<file path="src/logic/pwm_ctl_pkg.sv">
// Constants, register map and types shared by the PWM generator control slice.
// What this block does
// RULE1: Dead-time field 11 selects dead-time compensation mode.
// RULE2: Dead-time field 10 inserts no dead time between high and low outputs.
// RULE3: Dead-time field 01 applies negative dead time, complementary output mode only.
// RULE4: Dead-time field 00 applies positive dead time in every output mode.
// RULE5: Polarity one: compensation low shortens low output, high shortens high output.
// RULE6: Polarity zero: compensation low shortens high output, high shortens low output.
// RULE7: Compensation polarity is ignored unless the dead-time field is 11.
// RULE8: Alignment bit one selects center-aligned counting, zero selects edge-aligned.
// RULE9: Center alignment only takes effect with the independent time base enabled.
// RULE10: External reset bit plus independent time base lets current limit reset time base.
// RULE11: Software enables independent time base and clears current-limit mode for external reset.
// RULE12: Immediate-update bit one makes duty, dead-time and phase writes act at once.
// RULE13: Immediate-update bit zero defers those values to the next period boundary.
// RULE14: Software clears the interrupt flag here and in the interrupt controller.
// RULE15: Software should not change alignment once the module is switched on.
// RULE16: Control bits 4 and 3 read as zero and ignore writes.
`default_nettype none
package pwm_ctl_pkg;

	// ****************************************
	// Register map (byte addresses)
	// ****************************************
	localparam logic [7:0] CTRL_OFS = 8'h00;
	localparam logic [7:0] CFG_OFS = 8'h04;
	localparam logic [7:0] PERIOD_OFS = 8'h08;
	localparam logic [7:0] IRQ_STAT_OFS = 8'h20;
	localparam logic [7:0] IRQ_MASK_OFS = 8'h24;
	localparam logic [7:0] STATE_OFS = 8'h28;

	// Double-buffered values: duty, master duty, dead time, alternate dead time, phase.
	localparam int NUM_SHADOW = 5;
	localparam int SH_DUTY = 0;
	localparam int SH_MDUTY = 1;
	localparam int SH_DEAD = 2;
	localparam int SH_ALT = 3;
	localparam int SH_PHASE = 4;
	localparam logic [7:0] SHADOW_OFS [NUM_SHADOW] = '{8'h0c, 8'h10, 8'h14, 8'h18, 8'h1c};

	// ****************************************
	// Field positions
	// ****************************************
	localparam int CTRL_DTM_LSB = 6;
	localparam int CTRL_POL_BIT = 5;
	localparam int CTRL_CAM_BIT = 2;
	localparam int CTRL_XRES_BIT = 1;
	localparam int CTRL_IMM_BIT = 0;
	localparam logic [15:0] CTRL_WMASK = 16'h00e7;
	localparam int CFG_ON_BIT = 0;
	localparam int CFG_ITB_BIT = 1;
	localparam int CFG_CURRENT_LIMIT_MODE_BIT = 2;
	localparam int CFG_COMPL_BIT = 3;
	localparam int CFG_MDC_BIT = 4;
	localparam logic [15:0] CFG_WMASK = 16'h001f;
	localparam int IRQ_PERIOD_BIT = 0;
	localparam int IRQ_LIMIT_BIT = 1;

	// ****************************************
	// Reset values
	// ****************************************
	localparam logic [15:0] CTRL_RESET = 16'h0000;
	localparam logic [15:0] CFG_RESET = 16'h0008;
	localparam logic [15:0] PERIOD_RESET = 16'h0063;
	localparam logic [15:0] SHADOW_RESET = 16'h0000;

	// ****************************************
	// Dead-time mode codes
	// ****************************************
	localparam logic [1:0] DTM_POS = 2'b00;
	localparam logic [1:0] DTM_NEG = 2'b01;
	localparam logic [1:0] DTM_OFF = 2'b10;
	localparam logic [1:0] DTM_COMP = 2'b11;

	typedef enum logic [1:0] {TB_IDLE, TB_UP, TB_DOWN} tb_state_e;

endpackage
`default_nettype wire

</file>
<file path="src/logic/pin_filter.sv">
// Three-stage pin synchroniser that only accepts a level both late stages agree on.
`timescale 1ns/1ps
`default_nettype none
module pin_filter (
	input wire logic mclk, // System clock.
	input wire logic sys_rst, // Synchronous reset, active high.
	input wire logic pin_in, // Asynchronous pin level.
	output var logic level // Filtered level.
);

	logic s1_q;
	logic s2_q;
	logic s3_q;

	// The first stage feeds only the second; a short glitch must survive two samples to count.
	always_ff @(posedge mclk) begin
		if (sys_rst) begin
			s1_q <= 1'b0;
			s2_q <= 1'b0;
			s3_q <= 1'b0;
			level <= 1'b0;
		end else begin
			s1_q <= pin_in;
			s2_q <= s1_q;
			s3_q <= s2_q;
			if (s2_q == s3_q) begin
				level <= s3_q;
			end
		end
	end

endmodule
`default_nettype wire

</file>
<file path="src/logic/pwm_gen_ctl.sv">
// PWM generator control slice: APB registers, time base, dead-time and output stage.
`timescale 1ns/1ps
`default_nettype none
module pwm_gen_ctl (
	input wire logic mclk, // System clock, 10 MHz.
	input wire logic sys_rst, // Synchronous reset, active high.
	input wire logic psel, // APB select.
	input wire logic penable, // APB enable.
	input wire logic pwrite, // APB direction, high for write.
	input wire logic [7:0] paddr, // APB byte address.
	input wire logic [31:0] pwdata, // APB write data.
	output var logic [31:0] prdata, // APB read data.
	output var logic pready, // APB ready.
	output var logic pslverr, // APB error for unmapped address.
	input wire logic deadtime_comp_input, // Dead-time compensation pin.
	input wire logic current_limit_src, // Current-limit source, active high.
	output var logic pwm_out_high, // High-side gate output.
	output var logic pwm_out_low, // Low-side gate output.
	output var logic irq // Level interrupt, active high.
);
	import pwm_ctl_pkg::*;

	// ****************************************
	// Declarations
	// ****************************************
	logic [15:0] ctrl_q;
	logic [15:0] cfg_q;
	logic [15:0] period_q;
	logic [15:0] pend_q [NUM_SHADOW];
	logic [15:0] act_q [NUM_SHADOW];
	logic [1:0] irq_stat_q;
	logic [1:0] irq_mask_q;
	logic [1:0] irq_ev;
	logic [15:0] cnt_q;
	logic [15:0] since_q;
	tb_state_e tb_q;
	logic raw_d;
	logic raw_q;
	logic seen_q;
	logic ext_prev_q;
	logic comp_f;
	logic limit_f;
	logic setup;
	logic wr_en;
	logic addr_ok;
	logic [31:0] rd_val;
	logic on;
	logic independent_timebase_en;
	logic center;
	logic imm;
	logic ext_rst;
	logic boundary;
	logic [1:0] dtm;
	logic sh_high;
	logic high_c;
	logic low_c;
	logic [15:0] duty_sel;

	// ****************************************
	// Pin inputs
	// ****************************************
	pin_filter u_comp_pin (
		.mclk(mclk),
		.sys_rst(sys_rst),
		.pin_in(deadtime_comp_input),
		.level(comp_f)
	);

	pin_filter u_limit_pin (
		.mclk(mclk),
		.sys_rst(sys_rst),
		.pin_in(current_limit_src),
		.level(limit_f)
	);

	// ****************************************
	// APB slave
	// ****************************************
	// Zero-wait slave: read data is captured in setup, so the answer is ready in the access cycle.
	assign setup = psel & ~penable;
	assign wr_en = psel & penable & pwrite & pready & addr_ok;

	// Address decode and read mux; unmapped addresses answer with an error.
	always_comb begin
		rd_val = 32'h0;
		addr_ok = 1'b1;
		case (paddr)
			CTRL_OFS: rd_val = {16'h0, ctrl_q};
			CFG_OFS: rd_val = {16'h0, cfg_q};
			PERIOD_OFS: rd_val = {16'h0, period_q};
			SHADOW_OFS[SH_DUTY]: rd_val = {16'h0, pend_q[SH_DUTY]};
			SHADOW_OFS[SH_MDUTY]: rd_val = {16'h0, pend_q[SH_MDUTY]};
			SHADOW_OFS[SH_DEAD]: rd_val = {16'h0, pend_q[SH_DEAD]};
			SHADOW_OFS[SH_ALT]: rd_val = {16'h0, pend_q[SH_ALT]};
			SHADOW_OFS[SH_PHASE]: rd_val = {16'h0, pend_q[SH_PHASE]};
			IRQ_STAT_OFS: rd_val = {30'h0, irq_stat_q};
			IRQ_MASK_OFS: rd_val = {30'h0, irq_mask_q};
			STATE_OFS: rd_val = {cnt_q, 11'h0, (tb_q == TB_DOWN), comp_f, limit_f, pwm_out_high, pwm_out_low};
			default: addr_ok = 1'b0;
		endcase
	end

	// Bus answer registers; error flag holds through the access phase and clears after it.
	always_ff @(posedge mclk) begin
		if (sys_rst) begin
			prdata <= 32'h0;
			pready <= 1'b0;
			pslverr <= 1'b0;
		end else begin
			pready <= setup;
			if (setup) begin
				prdata <= rd_val;
				pslverr <= ~addr_ok;
			end else if (pready) begin
				pslverr <= 1'b0;
			end
		end
	end

	// ****************************************
	// Control and configuration registers
	// ****************************************
	// Unimplemented control bits are masked off on write and so always read zero.
	always_ff @(posedge mclk) begin
		if (sys_rst) begin
			ctrl_q <= CTRL_RESET;
			cfg_q <= CFG_RESET;
			period_q <= PERIOD_RESET;
		end else if (wr_en) begin
			if (paddr == CTRL_OFS) begin
				ctrl_q <= pwdata[15:0] & CTRL_WMASK; // RULE16
			end
			if (paddr == CFG_OFS) begin
				cfg_q <= pwdata[15:0] & CFG_WMASK;
			end
			if (paddr == PERIOD_OFS) begin
				period_q <= pwdata[15:0];
			end
		end
	end

	assign on = cfg_q[CFG_ON_BIT];
	assign independent_timebase_en = cfg_q[CFG_ITB_BIT];
	assign imm = ctrl_q[CTRL_IMM_BIT];
	assign dtm = ctrl_q[CTRL_DTM_LSB +: 2];
	assign center = independent_timebase_en & ctrl_q[CTRL_CAM_BIT]; // RULE8 RULE9
	// External reset also needs current-limit mode off, otherwise the source leaves the time base and outputs alone.
	assign ext_rst = on & independent_timebase_en & ctrl_q[CTRL_XRES_BIT] & ~cfg_q[CFG_CURRENT_LIMIT_MODE_BIT] & limit_f; // RULE10 RULE11

	// ****************************************
	// Double-buffered values
	// ****************************************
	// Each value has a software copy and an active copy used by the generator.
	for (genvar i = 0; i < NUM_SHADOW; i++) begin : g_shadow
		always_ff @(posedge mclk) begin
			if (sys_rst) begin
				pend_q[i] <= SHADOW_RESET;
				act_q[i] <= SHADOW_RESET;
			end else begin
				if (wr_en && paddr == SHADOW_OFS[i]) begin
					pend_q[i] <= pwdata[15:0];
				end
				if (wr_en && paddr == SHADOW_OFS[i] && imm) begin
					act_q[i] <= pwdata[15:0]; // RULE12
				end else if (boundary) begin
					act_q[i] <= pend_q[i]; // RULE13
				end
			end
		end
	end

	// ****************************************
	// Time base
	// ****************************************
	// A boundary is the period wrap, the bottom of a center-aligned cycle, or the start.
	always_comb begin
		boundary = 1'b0;
		if (on && !ext_rst) begin
			case (tb_q)
				TB_IDLE: boundary = 1'b1;
				TB_UP: boundary = (cnt_q >= period_q) && !(center && period_q != 16'h0);
				TB_DOWN: boundary = (cnt_q == 16'h0);
				default: boundary = 1'b0;
			endcase
		end
	end

	// Up counter, or up/down in center-aligned mode; the limit source holds it at phase.
	always_ff @(posedge mclk) begin
		if (sys_rst) begin
			cnt_q <= 16'h0;
			tb_q <= TB_IDLE;
		end else if (!on) begin
			cnt_q <= 16'h0;
			tb_q <= TB_IDLE;
		end else if (ext_rst) begin
			cnt_q <= act_q[SH_PHASE]; // RULE10
			tb_q <= TB_UP;
		end else begin
			case (tb_q)
				TB_IDLE: begin
					cnt_q <= act_q[SH_PHASE];
					tb_q <= TB_UP;
				end
				TB_UP: begin
					if (cnt_q >= period_q) begin
						if (center && period_q != 16'h0) begin
							cnt_q <= cnt_q - 16'h1; // RULE8
							tb_q <= TB_DOWN;
						end else begin
							cnt_q <= 16'h0;
						end
					end else begin
						cnt_q <= cnt_q + 16'h1;
					end
				end
				TB_DOWN: begin
					// Dropping center mode mid-cycle simply resumes counting up.
					if (cnt_q == 16'h0 || !center) begin
						cnt_q <= cnt_q + 16'h1;
						tb_q <= TB_UP; // RULE9
					end else begin
						cnt_q <= cnt_q - 16'h1;
					end
				end
				default: tb_q <= TB_IDLE;
			endcase
		end
	end

	// ****************************************
	// Raw duty comparison and edge timer
	// ****************************************
	assign duty_sel = cfg_q[CFG_MDC_BIT] ? act_q[SH_MDUTY] : act_q[SH_DUTY];
	assign raw_d = on && (cnt_q < duty_sel);

	// The timer counts cycles since the last raw edge and saturates rather than wrapping.
	always_ff @(posedge mclk) begin
		if (sys_rst) begin
			raw_q <= 1'b0;
			since_q <= 16'h0;
			seen_q <= 1'b0;
		end else begin
			raw_q <= raw_d;
			if (raw_d != raw_q) begin
				since_q <= 16'h0;
			end else if (since_q != 16'hffff) begin
				since_q <= since_q + 16'h1;
			end
			if (!on) begin
				seen_q <= 1'b0;
			end else if (raw_d != raw_q) begin
				seen_q <= 1'b1;
			end
		end
	end

	// ****************************************
	// Dead-time and output stage
	// ****************************************
	// Output the compensation pin chooses to shorten; polarity only matters in mode 11.
	assign sh_high = ctrl_q[CTRL_POL_BIT] ? comp_f : ~comp_f; // RULE5 RULE6

	// Non-complementary mode drives both outputs alike, so negative dead time is not applied there.
	always_comb begin
		high_c = raw_q;
		low_c = ~raw_q;
		case (dtm)
			DTM_POS: begin
				high_c = raw_q && (since_q >= act_q[SH_DEAD]); // RULE4
				low_c = !raw_q && (since_q >= act_q[SH_ALT]);
			end
			DTM_NEG: begin
				high_c = raw_q || (seen_q && since_q < act_q[SH_DEAD]); // RULE3
				low_c = !raw_q || (seen_q && since_q < act_q[SH_ALT]);
			end
			DTM_OFF: begin
				high_c = raw_q; // RULE2
				low_c = ~raw_q;
			end
			DTM_COMP: begin
				high_c = raw_q && (!sh_high || since_q >= act_q[SH_DEAD]); // RULE1 RULE7
				low_c = !raw_q && (sh_high || since_q >= act_q[SH_DEAD]);
			end
			default: begin
				high_c = raw_q;
				low_c = ~raw_q;
			end
		endcase
		if (!cfg_q[CFG_COMPL_BIT]) begin
			if (dtm == DTM_NEG) begin
				high_c = raw_q; // RULE3
			end
			low_c = high_c;
		end
		if (!on) begin
			high_c = 1'b0;
			low_c = 1'b0;
		end
	end

	// Registered gate outputs.
	always_ff @(posedge mclk) begin
		if (sys_rst) begin
			pwm_out_high <= 1'b0;
			pwm_out_low <= 1'b0;
		end else begin
			pwm_out_high <= high_c;
			pwm_out_low <= low_c;
		end
	end

	// ****************************************
	// Interrupts
	// ****************************************
	assign irq_ev[IRQ_PERIOD_BIT] = boundary;
	assign irq_ev[IRQ_LIMIT_BIT] = ext_rst & ~ext_prev_q;

	// Sticky flags cleared by writing one; a new event in the same cycle wins.
	always_ff @(posedge mclk) begin
		if (sys_rst) begin
			irq_stat_q <= 2'b00;
			irq_mask_q <= 2'b00;
			ext_prev_q <= 1'b0;
			irq <= 1'b0;
		end else begin
			ext_prev_q <= ext_rst;
			if (wr_en && paddr == IRQ_STAT_OFS) begin
				irq_stat_q <= (irq_stat_q & ~pwdata[1:0]) | irq_ev; // RULE14
			end else begin
				irq_stat_q <= irq_stat_q | irq_ev;
			end
			if (wr_en && paddr == IRQ_MASK_OFS) begin
				irq_mask_q <= pwdata[1:0];
			end
			irq <= |(irq_stat_q & irq_mask_q);
		end
	end
endmodule
`default_nettype wire

</file>
<file path="config.mk">
export PLATFORM = sky130hd
export DESIGN_NAME = pwm_gen_ctl
export DESIGN_NICKNAME = d
export VERILOG_FILES = /design/src/logic/pwm_ctl_pkg.sv /design/src/logic/pin_filter.sv /design/src/logic/pwm_gen_ctl.sv
export SDC_FILE = /design/constraint.sdc
export NUM_CORES = 1
export LEC_CHECK = 0
export BUFFER_PORTS_ARGS = -buffer_cell sky130_fd_sc_hd__buf_2
export CAP_MARGIN = 20
export CORE_MARGIN = 2
export CORE_UTILIZATION = 56
export CTS_CLUSTER_DIAMETER = 150
export DETAILED_ROUTE_END_ITERATION = 10
export HOLD_SLACK_MARGIN = 0.03
export PLACE_DENSITY = 0.82
export SLEW_MARGIN = 20
export SYNTH_ARGS = -nofsm -noshare
export SYNTH_HDL_FRONTEND = slang
export SYNTH_SLANG_ARGS = --single-unit
</file>
<file path="constraint.sdc">
create_clock -name mclk -period 3.2 [get_ports mclk]
set_input_delay 0 -clock mclk [delete_from_list [all_inputs] [get_ports mclk]]
set_output_delay 0 -clock mclk [all_outputs]
set_load 0.05 [all_outputs]
</file>
==> results.md <==
- Flip-flop and latch count after synthesis: 273
- Finished Layout Cells: 1851
- Core ar.: 25040 um^2
- Synthesis warning total: 0
- Clk Latency, worst-skew pair: 550 ps
- Antenna-violating nets left: 0
- Peak VDD IR: 0.6188 mV
- Max-slew headroom: 38.50%
- Finished Core Util: 66.11%
- Hold Path Stages: 5
- Drt via density: 6.609
- Status: finished, final reports clean
- Number of global-route vias before repair: 11570
- Post-Syn Nets: 1505
- Die area: 26650 um^2
- First-pass GRT wire length: 67.39 mm
- Largest net degree at the start of global routing: 70
- DR vias: 12230
- Clock skew: 17.43 ps
- I/O pin cnt: 84
- Leak: 6.623 nW
- Mapped Cells: 1385
- HPWL Detailed: 31.72 mm
- Diodes inserted: 0
- HP Start: paddr[5]
- Max Freq: 315.5 MHz
- Area growth from synthesis to layout: 16.54%
- CTS buffer count: 28
- Mean area per synthesized cell: 10.25 um^2
- Initial Util: 56.73%
- Final wirelength: 44.34 mm
- Max cap viols: 0
- Setup TNS: 0 ps
- Crit-path max FO: 16
- Setup slack, reg-to-reg: 30 ps
- RR Startpoint: cfg_q[4]$_SDFFE_PP0P_
- Worst Setup SP: cfg_q[4]$_SDFFE_PP0P_
- H-tree levels: 1
- CTS tree: done
- Crit path required time: 3610 ps
- Fin crit period: 3169 ps
- DIE WIDTH: 163.3 um
- Most frequent cell after synthesis: edfxtp_1
- Post-synth top area share: 33.83%
- DRC Markers: 0
- Pins Over Slew Limit: 0
- Netlist cell types: 70
- Seq/Total Area, Yosys: 49.76%
- Final setup viols: 0
- Initial antenna violation count: 0
- Number of synthesized flops with an enable pin: 160
- Async SR Flop Fraction: 0%
- Final period utilization: 99.03%
- Least-Margin Pin Slew: 922.5 ps
- Synth top cells by count: edfxtp_1, dfxtp_1, nand2_1, a21oi_1, and2_1
- DR WL/cell: 23.95 um
- Die height: 163.3 um
- GRT overflow: 0
- Clock Sinks: 273
- Most used DFF post-synth: edfxtp_1
- RSZ-0062 raised after global routing: false
- Top post-synthesis cells by area: edfxtp_1, dfxtp_1, ha_1
- Router iterations before antenna repair: 6
- Post-synthesis cell area: 14200 um^2
- Initial DRC count: 1687
- FP Rows: 58
- Clock-pin slew on the worst setup and hold paths: 60 ps
- Clock Path Buffers: 3
- IO buf count: 67
- Setup CP Type: reg -> reg
- Root Driver: clkbuf_16
- Pwr/cell area: 458.2 nW/um^2
- Hold Fails Final Rpt: 0
- WP data arrival: 3580 ps
- Leading area contributor after synthesis: edfxtp_1
- Nets: 1619
- Routability cong.: 0.9796
- Placed Cells: 1775
- Reg2reg path depth: 12
- Share of cells above drive strength 1: 15.19%
- CP startpoint kind: flip-flop
- Worst hold path class: in -> reg
- Gr usage total: 33.06%
- Worst setup EP type: flip-flop
-- timing repair --
item | 4_1_cts | 5_1_grt
setup buffers | 0 | 0
hold buffers | 24 | 0
setup endpoints to repair | 0 | 28
gates resized for setup | 0 | 7
hold endpoints to repair | 214 | 0
-- per-stage QoR --
step           setup WS, ps  power [mW]  cell area (um^2)  hold slack, ps
2_1_floorplan         118.1       4.015             14200           128.2
3_3_place_gp          133.6       4.148             15310           213.2
3_5_place_dp          124.9       4.154             15310           221.2
4_1_cts               85.53       7.560             16530           85.40
5_1_grt               5.634       7.730             16550           117.6
6_report              30.91       7.585             16550           105.0
-- state kept, by name, indices dropped and copies added (netlist names), 2 cells and up --
signal      count
period_q       16
prdata         32
since_q        16
act_q          80
pend_q         80
cfg_q           5
cnt_q          16
ctrl_q          6
tb_q            2
irq_stat_q      2
irq_mask_q      2
-- where the power goes --
part	switching, mW	leakage [nW]	internal, mW
Clock	1.39	0.472	2.08
Sequential	0.0491	2.53	3.77
Combinational	0.199	3.62	0.0915
Total	1.64	6.62	5.95
-- cell usage in the layout (no fill, tap or decap), drive strengths merged, types with 23 or more instances in the layout --
| cell type | count |
|---|---|
| inv | 63 |
| a31oi | 24 |
| buf | 164 |
| dfxtp | 113 |
| nand3 | 34 |
| a22o | 85 |
| dlygate4sd3 | 24 |
| a21oi | 89 |
| nand2 | 91 |
| edfxtp | 160 |
| a21o | 23 |
| nor3 | 37 |
| and2 | 90 |
| ha | 73 |
| nor2 | 86 |
| a22oi | 60 |
| o21ai | 35 |
| clkbuf | 35 |
-- layer usage --
metal / share of wire (%) / global-route usage, %
met2: 45 / 53.38
met4: 4.6 / 11.91
met1: 38 / 43.99
met3: 12 / 7.237
met5: 0 / 0
-- worst paths after layout --
check,to
max reg2reg,since_q[15]$_SDFFE_PP0P_
min,irq_mask_q[1]$_SDFFE_PP0P_
min reg2reg,u_comp_pin.s2_q$_SDFF_PP0_
max,since_q[15]$_SDFFE_PP0P_
-- logic make-up (layout without fill, tap and decap cells) --
logic type | after synthesis | after routing | share of synthesized area, %
DFF | 273 | 273 | 49.76
xor gates and xnor gates | 15 | 15 | 0.9251
AOI/OAI and AO/OA | 397 | 397 | 20.13
buffers and inverters | 166 | 302 | 4.793
and+or+nand+nor | 438 | 438 | 16.32
muxes | 23 | 23 | 1.639
adders and majority gates | 73 | 73 | 6.431
-- critical path, stage by stage, from the launching register on --
cell       delay (ps)
dfxtp_1           500
buf_4             230
mux2i_2           380
ha_1              310
nor2_1            160
nor4_1             70
a2111oi_0         440
buf_4             200
o21ai_0            80
a21oi_1           180
o311a_1           270
buf_12            160
nor3_1             60
-- layout make-up --
cell class              instances  area [um^2]
multi-input cells             946         6482
clock inverters                17        214.0
repair buffers                188         1385
inverters                      62        232.7
flip-flops and latches        273         7067
clock buffers                  35        758.2
fillers                      1825         8484
well taps                     330        412.9
Note: power is estimated with default switching activity, not from simulation.
